**src/dpm_consts.svh**
```systemverilog
// Constants for the dual port pin function mux: register indices, field positions,
// reset values and implemented-bit masks.
// Assumes inclusion by bare name from the design files; definitions only.
`ifndef DPM_CONSTS_SVH
`define DPM_CONSTS_SVH

// ==========================================================================
// Register indices (byte address on the bus is four times the index)
// ==========================================================================
`define DPM_IDX_PC_DATA      8'h23
`define DPM_IDX_PC_DIR       8'h26
`define DPM_IDX_PC_FUNC      8'h27
`define DPM_IDX_PC_PULL      8'h28
`define DPM_IDX_PD_DATA      8'h29
`define DPM_IDX_PD_FUNC      8'h2a
`define DPM_IDX_PD_DIR       8'h2b
`define DPM_IDX_PD_PULLUP    8'h2c
`define DPM_IDX_PC_OSC       8'h30

// ==========================================================================
// Port C pull, drain and oscillator control fields
// ==========================================================================
`define DPM_PC_PIN3_PULLUP   0
`define DPM_PC_PIN4_RES_EN   1
`define DPM_PC_PIN5_RES_EN   2
`define DPM_PC_PIN4_PULL_DIR 3
`define DPM_PC_PIN5_PULL_DIR 4
`define DPM_PC_OPEN_DRAIN    5
`define DPM_PC_OSC_EN        0

// ==========================================================================
// Implemented bits and reset values
// ==========================================================================
`define DPM_PC_MASK          8'hf8
`define DPM_PC_FUNC_MASK     8'h28
`define DPM_PC_PULL_MASK     8'h3f
`define DPM_PD_MASK          8'hdf
`define DPM_PC_LATCH_RST     8'hf8
`define DPM_PC_DIR_RST       8'h00
`define DPM_PC_FUNC_RST      8'h00
`define DPM_PC_PULL_RST      8'h00
`define DPM_PD_LATCH_RST     8'hdf
`define DPM_PD_DIR_RST       8'h00
`define DPM_PD_FUNC_RST      8'h00
`define DPM_PD_PULLUP_RST    8'h1f

`endif

```
**src/dpm_pkg.sv**
```systemverilog
// Types shared by the dual port pin function mux design files.
// Assumes nothing beyond a SystemVerilog compiler.
package dpm_pkg;

   // ========================================================================
   // Pad bundle: per-pin output, output enable and pull controls
   // ========================================================================
   typedef struct packed {
      logic [7:0] out;
      logic [7:0] oe;
      logic [7:0] pull_up;
      logic [7:0] pull_down;
   } dpm_pad_t;

   // ========================================================================
   // Display port alternate function sources
   // ========================================================================
   typedef struct packed {
      logic lcd_shift_clock_strobe;
      logic lcd_latch_pulse;
      logic lcd_frame_signal;
      logic lcd_enable_strobe;
      logic display_off_out;
      logic rtc_alarm_out;
      logic melody_alarm_out;
   } dpm_disp_fn_t;

endpackage : dpm_pkg

```
**src/dpm_pin_sync.sv**
```systemverilog
// Two-flop synchroniser for an eight-bit group of pad input levels.
// Assumes pads change with no relation to pclk.
`timescale 1ns/1ps
`default_nettype none

module dpm_pin_sync (
   input  wire logic       pclk,
   input  wire logic       presetn,
   input  wire logic [7:0] pin_async,
   output logic      [7:0] pin_sync
);

   logic [7:0] meta_q;
   logic [7:0] sync_q;

   // ========================================================================
   // One synchroniser per pin; the first stage feeds only the second
   // ========================================================================
   genvar i;
   generate
      for (i = 0; i < 8; i = i + 1) begin : g_bit
         always_ff @(posedge pclk or negedge presetn) begin
            if (!presetn) begin
               meta_q[i] <= 1'b0;
               sync_q[i] <= 1'b0;
            end else begin
               meta_q[i] <= pin_async[i];
               sync_q[i] <= meta_q[i];
            end
         end
      end
   endgenerate

   assign pin_sync = sync_q;

endmodule : dpm_pin_sync

`default_nettype wire

```
**src/dpm_port_mux.sv**
```systemverilog
// Two general-purpose ports with pin function muxing behind an APB slave:
// a 5-bit serial-capable port (pins 3..7) and a 7-bit display port (pins 0..4, 6, 7).
// Assumes pads resolve out/oe/pull externally and serial, LCD and alarm sources run on pclk.
//
// Notes on behaviour
// - Serial port reset: all five pins inputs, output latch all ones.
// - Function bit one hands pin to serial channel, zero keeps port pin.
// - Pin 3 transmit output inverted when its latch bit is one.
// - Pin 3 driver is push-pull or open-drain by its drain select bit.
// - Pin 3 pull-up enabled by writing one; reset leaves input without pull-up.
// - Pin 4 receive signal inverted when its latch bit is one.
// - Pin 4 resistor enable attaches pull; separate bit picks up or down.
// - Pin 5 clear-to-send and serial clock inverted when its latch bit is one.
// - Pin 5 resistor enable attaches pull; separate bit picks up or down.
// - Receiver always sees pin 4, even while it is a general input.
// - Pins 6 and 7 may be handed to the low-frequency oscillator.
// - Display port reset: pins 0-4 inputs with pull-up, pins 6-7 without.
// - Display port output latch resets to all ones.
// - Display pins 0-4 and 7 carry LCD strobes, display-off, melody.
// - Display pin 6 carries alarm when latch bit one, else melody.
`timescale 1ns/1ps
`default_nettype none
`include "dpm_consts.svh"

module dpm_port_mux
   import dpm_pkg::*;
(
   input  wire logic         pclk,
   input  wire logic         presetn,
   input  wire logic [7:0]   paddr,
   input  wire logic         psel,
   input  wire logic         penable,
   input  wire logic         pwrite,
   input  wire logic [31:0]  pwdata,
   input  wire logic [3:0]   pstrb,
   output logic      [31:0]  prdata,
   output logic              pready,
   output logic              pslverr,
   input  wire logic [7:0]   pc_pin_in,
   output dpm_pad_t          pc_pad,
   input  wire logic [7:0]   pd_pin_in,
   output dpm_pad_t          pd_pad,
   input  wire logic         serial_transmit_out,
   input  wire logic         serial_clock_out,
   output logic              serial_receive_in,
   output logic              clear_to_send_in,
   output logic              serial_clock_in,
   input  wire dpm_disp_fn_t disp_fn,
   output logic              osc_handover
);

   // ========================================================================
   // Register state
   // ========================================================================
   logic [7:0] pc_latch_q;
   logic [7:0] pc_dir_q;
   logic [7:0] pc_func_q;
   logic [7:0] pc_pull_q;
   logic       pc_osc_q;
   logic [7:0] pd_latch_q;
   logic [7:0] pd_dir_q;
   logic [7:0] pd_func_q;
   logic [7:0] pd_pullup_q;
   logic [31:0] prdata_q;
   logic        pslverr_q;

   logic [7:0] pc_sync;
   logic [7:0] pd_sync;

   dpm_pad_t   pc_pad_d;
   dpm_pad_t   pc_pad_q;
   dpm_pad_t   pd_pad_d;
   dpm_pad_t   pd_pad_q;
   logic       rx_q;
   logic       cts_q;
   logic       sclk_in_q;

   // ========================================================================
   // Pad input synchronisers
   // ========================================================================
   dpm_pin_sync u_pc_sync (
      .pclk      (pclk),
      .presetn   (presetn),
      .pin_async (pc_pin_in),
      .pin_sync  (pc_sync)
   );

   dpm_pin_sync u_pd_sync (
      .pclk      (pclk),
      .presetn   (presetn),
      .pin_async (pd_pin_in),
      .pin_sync  (pd_sync)
   );

   // ========================================================================
   // APB decode
   // ========================================================================
   logic       setup_ph;
   logic       wr_en;
   logic [5:0] word_idx;
   logic       aligned;
   logic       hit_pc_data;
   logic       hit_pc_dir;
   logic       hit_pc_func;
   logic       hit_pc_pull;
   logic       hit_pc_osc;
   logic       hit_pd_data;
   logic       hit_pd_func;
   logic       hit_pd_dir;
   logic       hit_pd_pullup;
   logic       hit_any;
   logic [7:0] wbyte;

   assign setup_ph      = psel && !penable;
   assign word_idx      = paddr[7:2];
   assign aligned       = (paddr[1:0] == 2'h0);
   assign hit_pc_data   = aligned && ({2'b00, word_idx} == `DPM_IDX_PC_DATA);
   assign hit_pc_dir    = aligned && ({2'b00, word_idx} == `DPM_IDX_PC_DIR);
   assign hit_pc_func   = aligned && ({2'b00, word_idx} == `DPM_IDX_PC_FUNC);
   assign hit_pc_pull   = aligned && ({2'b00, word_idx} == `DPM_IDX_PC_PULL);
   assign hit_pc_osc    = aligned && ({2'b00, word_idx} == `DPM_IDX_PC_OSC);
   assign hit_pd_data   = aligned && ({2'b00, word_idx} == `DPM_IDX_PD_DATA);
   assign hit_pd_func   = aligned && ({2'b00, word_idx} == `DPM_IDX_PD_FUNC);
   assign hit_pd_dir    = aligned && ({2'b00, word_idx} == `DPM_IDX_PD_DIR);
   assign hit_pd_pullup = aligned && ({2'b00, word_idx} == `DPM_IDX_PD_PULLUP);
   assign hit_any       = hit_pc_data || hit_pc_dir || hit_pc_func || hit_pc_pull || hit_pc_osc
                          || hit_pd_data || hit_pd_func || hit_pd_dir || hit_pd_pullup;
   // Only the low byte lane carries register data
   assign wr_en         = psel && penable && pwrite && pstrb[0];
   assign wbyte         = pwdata[7:0];

   // Zero-wait slave; read data and error are sampled in the setup phase
   assign pready  = 1'b1;
   assign prdata  = prdata_q;
   assign pslverr = pslverr_q;

   // ========================================================================
   // Read path
   // ========================================================================
   logic [7:0] rd_byte;

   always_comb begin
      rd_byte = 8'h00;
      if (hit_pc_data) begin
         rd_byte = pc_sync & `DPM_PC_MASK;
      end else if (hit_pd_data) begin
         rd_byte = pd_sync & `DPM_PD_MASK;
      end
      // Control registers are write-only and read back as zero
   end

   always_ff @(posedge pclk or negedge presetn) begin
      if (!presetn) begin
         prdata_q  <= 32'h0000_0000;
         pslverr_q <= 1'b0;
      end else if (setup_ph) begin
         prdata_q  <= pwrite ? 32'h0000_0000 : {24'h00_0000, rd_byte};
         pslverr_q <= !hit_any;
      end
   end

   // ========================================================================
   // Port C registers
   // ========================================================================
   always_ff @(posedge pclk or negedge presetn) begin
      if (!presetn) begin
         pc_latch_q <= `DPM_PC_LATCH_RST;
      end else if (wr_en && hit_pc_data) begin
         pc_latch_q <= wbyte & `DPM_PC_MASK;
      end
   end

   always_ff @(posedge pclk or negedge presetn) begin
      if (!presetn) begin
         pc_dir_q <= `DPM_PC_DIR_RST;
      end else if (wr_en && hit_pc_dir) begin
         pc_dir_q <= wbyte & `DPM_PC_MASK;
      end
   end

   always_ff @(posedge pclk or negedge presetn) begin
      if (!presetn) begin
         pc_func_q <= `DPM_PC_FUNC_RST;
      end else if (wr_en && hit_pc_func) begin
         pc_func_q <= wbyte & `DPM_PC_FUNC_MASK;
      end
   end

   always_ff @(posedge pclk or negedge presetn) begin
      if (!presetn) begin
         pc_pull_q <= `DPM_PC_PULL_RST;
      end else if (wr_en && hit_pc_pull) begin
         pc_pull_q <= wbyte & `DPM_PC_PULL_MASK;
      end
   end

   always_ff @(posedge pclk or negedge presetn) begin
      if (!presetn) begin
         pc_osc_q <= 1'b0;
      end else if (wr_en && hit_pc_osc) begin
         pc_osc_q <= wbyte[`DPM_PC_OSC_EN];
      end
   end

   // ========================================================================
   // Port D registers
   // ========================================================================
   always_ff @(posedge pclk or negedge presetn) begin
      if (!presetn) begin
         pd_latch_q <= `DPM_PD_LATCH_RST;
      end else if (wr_en && hit_pd_data) begin
         pd_latch_q <= wbyte & `DPM_PD_MASK;
      end
   end

   always_ff @(posedge pclk or negedge presetn) begin
      if (!presetn) begin
         pd_dir_q <= `DPM_PD_DIR_RST;
      end else if (wr_en && hit_pd_dir) begin
         pd_dir_q <= wbyte & `DPM_PD_MASK;
      end
   end

   always_ff @(posedge pclk or negedge presetn) begin
      if (!presetn) begin
         pd_func_q <= `DPM_PD_FUNC_RST;
      end else if (wr_en && hit_pd_func) begin
         pd_func_q <= wbyte & `DPM_PD_MASK;
      end
   end

   always_ff @(posedge pclk or negedge presetn) begin
      if (!presetn) begin
         pd_pullup_q <= `DPM_PD_PULLUP_RST;
      end else if (wr_en && hit_pd_pullup) begin
         // Bit 5 has no pin; masking keeps a stray one from reaching a pad
         pd_pullup_q <= wbyte & `DPM_PD_MASK;
      end
   end

   // ========================================================================
   // Port C pad mux
   // ========================================================================
   logic pin3_value;
   logic pin5_value;
   logic open_drain;

   always_comb begin
      pc_pad_d   = '0;
      open_drain = pc_pull_q[`DPM_PC_OPEN_DRAIN];
      // Transmit output with optional inversion by the latch bit
      pin3_value = pc_func_q[3] ? (serial_transmit_out ^ pc_latch_q[3]) : pc_latch_q[3];
      pin5_value = pc_func_q[5] ? (serial_clock_out ^ pc_latch_q[5]) : pc_latch_q[5];

      pc_pad_d.out[3] = pin3_value;
      // Open drain only pulls low; a one releases the pad
      pc_pad_d.oe[3]  = pc_dir_q[3] && !(open_drain && pin3_value);
      pc_pad_d.pull_up[3] = pc_pull_q[`DPM_PC_PIN3_PULLUP];

      pc_pad_d.out[4] = pc_latch_q[4];
      pc_pad_d.oe[4]  = pc_dir_q[4];
      pc_pad_d.pull_up[4]   = pc_pull_q[`DPM_PC_PIN4_RES_EN] && !pc_pull_q[`DPM_PC_PIN4_PULL_DIR];
      pc_pad_d.pull_down[4] = pc_pull_q[`DPM_PC_PIN4_RES_EN] && pc_pull_q[`DPM_PC_PIN4_PULL_DIR];

      pc_pad_d.out[5] = pin5_value;
      pc_pad_d.oe[5]  = pc_dir_q[5];
      pc_pad_d.pull_up[5]   = pc_pull_q[`DPM_PC_PIN5_RES_EN] && !pc_pull_q[`DPM_PC_PIN5_PULL_DIR];
      pc_pad_d.pull_down[5] = pc_pull_q[`DPM_PC_PIN5_RES_EN] && pc_pull_q[`DPM_PC_PIN5_PULL_DIR];

      // Oscillator owns pins 6 and 7 while handed over: no drive at all
      pc_pad_d.out[6] = pc_latch_q[6];
      pc_pad_d.out[7] = pc_latch_q[7];
      pc_pad_d.oe[6]  = pc_dir_q[6] && !pc_osc_q;
      pc_pad_d.oe[7]  = pc_dir_q[7] && !pc_osc_q;
   end

   // ========================================================================
   // Port D pad mux
   // ========================================================================
   logic [7:0] pd_fn_val;

   always_comb begin
      pd_pad_d     = '0;
      pd_fn_val    = 8'h00;
      pd_fn_val[0] = disp_fn.lcd_shift_clock_strobe;
      pd_fn_val[1] = disp_fn.lcd_latch_pulse;
      pd_fn_val[2] = disp_fn.lcd_frame_signal;
      pd_fn_val[3] = disp_fn.lcd_enable_strobe;
      pd_fn_val[4] = disp_fn.display_off_out;
      pd_fn_val[6] = pd_latch_q[6] ? disp_fn.rtc_alarm_out : disp_fn.melody_alarm_out;
      pd_fn_val[7] = disp_fn.melody_alarm_out;
      pd_pad_d.out     = ((pd_func_q & pd_fn_val) | (~pd_func_q & pd_latch_q)) & `DPM_PD_MASK;
      pd_pad_d.oe      = pd_dir_q & `DPM_PD_MASK;
      pd_pad_d.pull_up = pd_pullup_q & `DPM_PD_MASK;
   end

   // ========================================================================
   // Registered pad outputs and serial inputs
   // ========================================================================
   always_ff @(posedge pclk or negedge presetn) begin
      if (!presetn) begin
         pc_pad_q <= '0;
         pd_pad_q <= '0;
      end else begin
         pc_pad_q <= pc_pad_d;
         pd_pad_q <= pd_pad_d;
      end
   end

   // Receive path ignores function and direction, so it sees pin 4 always
   always_ff @(posedge pclk or negedge presetn) begin
      if (!presetn) begin
         rx_q      <= 1'b0;
         cts_q     <= 1'b0;
         sclk_in_q <= 1'b0;
      end else begin
         rx_q      <= pc_sync[4] ^ pc_latch_q[4];
         cts_q     <= pc_sync[5] ^ pc_latch_q[5];
         sclk_in_q <= pc_sync[5] ^ pc_latch_q[5];
      end
   end

   assign pc_pad            = pc_pad_q;
   assign pd_pad            = pd_pad_q;
   assign serial_receive_in = rx_q;
   assign clear_to_send_in  = cts_q;
   assign serial_clock_in   = sclk_in_q;
   assign osc_handover      = pc_osc_q;

endmodule : dpm_port_mux

`default_nettype wire

```
**config.mk**
```make
export PLATFORM = sky130hd
export DESIGN_NAME = dpm_port_mux
export DESIGN_NICKNAME = d
export VERILOG_FILES = /design/src/dpm_pkg.sv /design/src/dpm_pin_sync.sv /design/src/dpm_port_mux.sv
export VERILOG_INCLUDE_DIRS = /design/src
export SDC_FILE = /design/constraint.sdc
export NUM_CORES = 1
export LEC_CHECK = 0
export BUFFER_PORTS_ARGS = -buffer_cell sky130_fd_sc_hd__buf_2
export CAP_MARGIN = 5
export CORE_MARGIN = 2
export CORE_UTILIZATION = 55
export CTS_BUF_LIST = sky130_fd_sc_hd__clkbuf_4 sky130_fd_sc_hd__clkbuf_8
export CTS_CLUSTER_SIZE = 28
export DETAILED_ROUTE_END_ITERATION = 12
export GPL_ROUTABILITY_DRIVEN = 0
export GPL_TIMING_DRIVEN = 0
export PLACE_DENSITY = 0.88
export SKIP_CTS_REPAIR_TIMING = 1
export SKIP_LAST_GASP = 1
export SLEW_MARGIN = 20
export SYNTH_ARGS = -nofsm -noshare
export SYNTH_HDL_FRONTEND = slang
export SYNTH_HIERARCHICAL = 1
export SYNTH_SLANG_ARGS = --single-unit
```
**constraint.sdc**
```tcl
create_clock -name pclk -period 1.25 [get_ports pclk]
set_input_delay 0.125 -clock pclk [delete_from_list [all_inputs] [get_ports pclk]]
set_output_delay 0.125 -clock pclk [all_outputs]
set_load 0.03 [all_outputs]
```
=== After elaboration in Yosys (flattened, before gate mapping) ===
Cells that the tools add are included.
Widths: inputs -> output; s select.

* Bits in registers: 142
* Input port bits: 74
* Output and inout bits: 102

* Equality and inequality tests: 9
* Mux-type cells: 6
* Bitwise operators: 8
* Reductions and logical operators: 45

{| class="wikitable"
|+ Operator list
! kind !! count
|-
| $eq 6x6->1 const B || 9
|-
| $logic_and 1x1->1 || 30
|-
| $mux 8 || 3
|-
| $and 8x8->8 || 2
|-
| $logic_or 1x1->1 || 8
|-
| $not 8->8 || 1
|-
| $or 8x8->8 || 1
|-
| $logic_not 1->1 || 6
|-
| $xor 1x1->1 || 4
|-
| $mux 1 || 3
|-
| $logic_not 2->1 || 1
|}

=== Depth between registers and ports, before layout ===
* Word-level depth: 11
* Mapped depth: 4
* Mapped depth without buffers: 3

=== Modules after synthesis ===
The synthesis kept the hierarchy.

{| class="wikitable"
|+ By module, submodules not included
! module !! times used !! cells an instance !! area an instance (um^2)
|-
| dpm_port_mux || 1 || 271 || 3926.3
|-
| dpm_pin_sync || 2 || 16 || 400.4
|}

=== Least setup slack after synthesis ===
Ideal clock, no wire load.

* Path type: input-to-reg
* From: input port paddr[4]
* To: register pd_dir_q[0]
* Setup time: 0.125 ns
* Data arrival time: 1.027 ns
* Required time: 1.125 ns
* Path slack: 0.099 ns
* Stages on the path: 3
* Cells stage by stage: nor3b_4 nand4_2 mux2_2

* Longest elaborated chain between the ends: 3

{| class="wikitable"
|+ Ends and longest elaborated chain
! item !! RTL line !! RTL
|-
| start, declared || dpm_port_mux.sv:30 || <nowiki>input wire logic [7:0] paddr,</nowiki>
|-
| $eq 6x6->1 (no source line) || n/a ||
|-
| $logic_and 1x1->1 || dpm_port_mux.sv:124 || <nowiki>assign hit_pd_dir = aligned && ({2'b00, word_idx} == `DPM_IDX_PD_DIR);</nowiki>
|-
| $logic_and 1x1->1 || dpm_port_mux.sv:219 || <nowiki>end else if (wr_en && hit_pd_dir) begin</nowiki>
|-
| end signal, assigned || dpm_port_mux.sv:218 || <nowiki>pd_dir_q <= `DPM_PD_DIR_RST;</nowiki>
|-
| end signal, assigned || dpm_port_mux.sv:220 || <nowiki>pd_dir_q <= wbyte & `DPM_PD_MASK;</nowiki>
|-
| end, declared || dpm_port_mux.sv:61 || <nowiki>logic [7:0] pd_dir_q;</nowiki>
|}

No other way between the ends.
A chain may end at the register's enable or synchronous reset.

=== Worst setup path in the final report ===
* From: input port paddr[4]
* To: register pd_latch_q[3]

* Longest elaborated chain between the ends: 3

{| class="wikitable"
|+ Ends and longest elaborated chain
! item !! RTL line !! RTL
|-
| $eq 6x6->1 (no source line) || n/a ||
|-
| $logic_and 1x1->1 || dpm_port_mux.sv:122 || <nowiki>assign hit_pd_data = aligned && ({2'b00, word_idx} == `DPM_IDX_PD_DATA);</nowiki>
|-
| $logic_and 1x1->1 || dpm_port_mux.sv:211 || <nowiki>end else if (wr_en && hit_pd_data) begin</nowiki>
|-
| end signal, assigned || dpm_port_mux.sv:210 || <nowiki>pd_latch_q <= `DPM_PD_LATCH_RST;</nowiki>
|-
| end signal, assigned || dpm_port_mux.sv:212 || <nowiki>pd_latch_q <= wbyte & `DPM_PD_MASK;</nowiki>
|-
| end, declared || dpm_port_mux.sv:60 || <nowiki>logic [7:0] pd_latch_q;</nowiki>
|}

No other way between the ends.

==> implementation parameters <==
Parameter                              Value

Run status
  Status    finished clean

Floorplanning
  Horizontal die dimension    about 95 um
  Total die area    8970 um2
  Vertical extent of the die    94.7 um
  Num rows    33
  I/O Pins    roughly 180
  Initial Util    0.559
  Area of the core    8090 um2

GRT
  Via count of the first global-routing pass    between 2000 and 3000
  Peak-usage layer in the global routing report    met2
  Met3 Usage GRT    0.0694
  Largest net degree at the start of global routing    64
  Global routing usage on met2    0.362
  Number of antenna violations at the first check in global routing    0
  Met1 track demand over resource    0.235
  Residual overflow from global routing    0
  Aggregate global-route resource usage    0.206
  Wire length of the first global-routing pass    13400 um

STA
  Hold Vio Cnt, Final    0
  Crit share post-route    0.963
  Number of max-slew violations in the final report    0
  Max_slew headroom    0.663
  Hold Slack    0.00565 ns
  Min setup slack post-route    0.0459 ns
  Setup-violating endpoint count in the final report    0
  Fin crit period    ~1.2 ns
  Total negative slack    0 ns
  Clock tree skew after final layout    0.0111 ns
  Actual slew at the worst max-slew pin    0.506 ns
  Unrepaired setup endpoints after global routing    yes
  Maximum clock frequency    0.830 GHz

Setup path
  Slowest-stage cell, CP    sky130_fd_sc_hd__nand4_2
  Slowest stage delay, CP    approximately 0.45 ns
  Critical Path RT    1.59 ns
  CP max FO    8
  Critical path's top delay family    simple AND/OR/NAND/NOR gates
  Crit path kind    in2reg
  Cells along the critical path    buf_2, nor3b_4, nand4_2, mux2_2
  Element type at the critical path end    flop
  Number of buffers and inverters on the critical path    1
  Launching element type of the critical path    input pin
  Arrival time of data at the critical path endpoint    1.54 ns

Power
  Pwr dens    1410 nW/um2
  Maximum vdd ir drop    0.00102 V
  Net Sw Power    2.00 mW
  Tot Pwr    8.51 mW
  Portion of total power attributed to combinational logic    0.088
  Share of total power in the clock network    0.451
  Cell Int Power    6.51 mW
  Static leakage    approximately 3.3 nW
  Fraction of power spent switching nets    0.235
  Fraction of power consumed by sequential logic    0.461

Route
  Number of detailed-route iterations in the first pass    5
  Total number of vias    2811
  Detailed Route Iter0 Violations    106
  Remaining routing DRC violations    0
  Average via count per standard cell    between 4 and 5
  Number of nets with antenna violations after detailed routing    0
  Total length of routed wires    9200 um
  Average wire per standard cell    15.3 um

Layout
  Area used by multi-input combinational logic    about 1300 um2
  Share of layout cells above drive strength 1    0.527
  Layout-stage area growth over the synthesis result    33.5%
  Reg area    2970 um2
  Final-layout fill cell count    549
  Final Net Count    556
  Diodes inserted    0

Synthesis
  Total standard cell area after synthesis    roughly 4500 um2
  Mean instance size in the synthesized netlist    15.3 um2
  Ys Warns    6
  Gate count after technology mapping    295

Clock tree
  Number of sinks driven by the clock tree    118
  CTS Buf Count    17
  TritonCTS clock tree    built
  Maximum number of buffers from clock root to sink    2
  Worst skew pair latency    0.42 ns
  Clock root buffer    sky130_fd_sc_hd__clkbuf_8
  Clock-pin slew on the worst setup and hold paths    0.07 ns
  H-tree levels    4

Placed design
  HPWL reported at the end of detailed placement    between 6000 and 7000 um
  Place WS    -0.386 ns
  PortBufs    between 90 and 100

Flow run
  Max Cap Viol    0

Hold path
  Worst hold-check path type    in2reg
-- worst register-to-register path, stage by stage, from the launching register on --
cell	delay (ns)
sky130_fd_sc_hd__dfrtp_1	0.39
sky130_fd_sc_hd__and2_1	0.15
sky130_fd_sc_hd__a221o_1	0.26
-- layer usage --
| layer | up-vias | share of wire |
|---|---|---|
| li1 | 1299 | - |
| met1 | 1397 | 0.36 |
| met2 | 103 | 0.56 |
| met3 | 12 | 0.061 |
| met4 | 0 | 0.015 |
| met5 | - | 0 |
-- registers in the layout, summed over array words and instances (netlist names), 6 cells and up --
| register | cells |
|---|---|
| pd_latch_q | 7 |
| pc_pad | 15 |
| u_pd_sync/pin_sync | 7 |
| pd_pullup_q | 7 |
| pc_pull_q | 6 |
| prdata | 8 |
| u_pd_sync/meta_q | 7 |
| pd_pad | 21 |
| pd_func_q | 7 |
| pd_dir_q | 7 |
-- area by class of cell --
cell class,instances,area share
Timing Repair Buffer,117,0.123
Multi-Input combinational cell,167,0.217
Tap cell,105,0.0217
Buffer,58,0.0700
Inverter,3,0.00186
Sequential cell,118,0.492
Clock inverter,11,0.0286
Clock buffer,21,0.0457
-- through the flow --
step	util	instances	area (um2)
6_report	0.747	600	6040
3_5_place_dp	0.660	543	5340
3_3_place_gp	0.656	542	5310
5_1_grt	0.747	600	6040
2_1_floorplan	-	346	4720
4_1_cts	0.715	575	5790
-- layout by cell type (no fill, tap or decap), types with 4 or more instances in the layout --
cell	n
sky130_fd_sc_hd__clkinvlp_4	4
sky130_fd_sc_hd__mux2_2	53
sky130_fd_sc_hd__conb_1	53
sky130_fd_sc_hd__a221o_1	4
sky130_fd_sc_hd__dfrtp_1	101
sky130_fd_sc_hd__buf_4	54
sky130_fd_sc_hd__and2_1	8
sky130_fd_sc_hd__dlygate4sd3_1	25
sky130_fd_sc_hd__dfstp_2	17
sky130_fd_sc_hd__clkbuf_8	19
sky130_fd_sc_hd__nand4_2	5
sky130_fd_sc_hd__buf_2	91
sky130_fd_sc_hd__bufinv_16	4
sky130_fd_sc_hd__nor2b_1	6
-- worst paths after layout --
check / cells past startpoint / end / from / slack (ns)
worst max-delay path: 4 / pd_latch_q[3] / paddr[4] / 0.05
min in group asynchronous: 2 / u_pd_sync/pin_sync[1] / presetn / 0.24
worst max register to register: 2 / prdata[4] / prdata[4] / 0.33
max in group asynchronous: 3 / pd_latch_q[0] / presetn / 0.29
worst min register to register: 0 / u_pd_sync/pin_sync[3] / u_pd_sync/meta_q[3] / 0.35
worst min-delay path: 2 / pc_pull_q[2] / pwdata[2] / 0.006
-- power groups by stage --
stage          registers [mW]  logic (mW)  clock network (mW)
2_1_floorplan            4.02       0.414                   0
3_3_place_gp             3.98       0.650                   0
3_5_place_dp             3.99       0.675                   0
4_1_cts                  3.92       0.676                3.90
5_1_grt                  3.92       0.805                4.11
6_report                 3.92       0.746                3.84
Power figures use the tool's default switching activity.
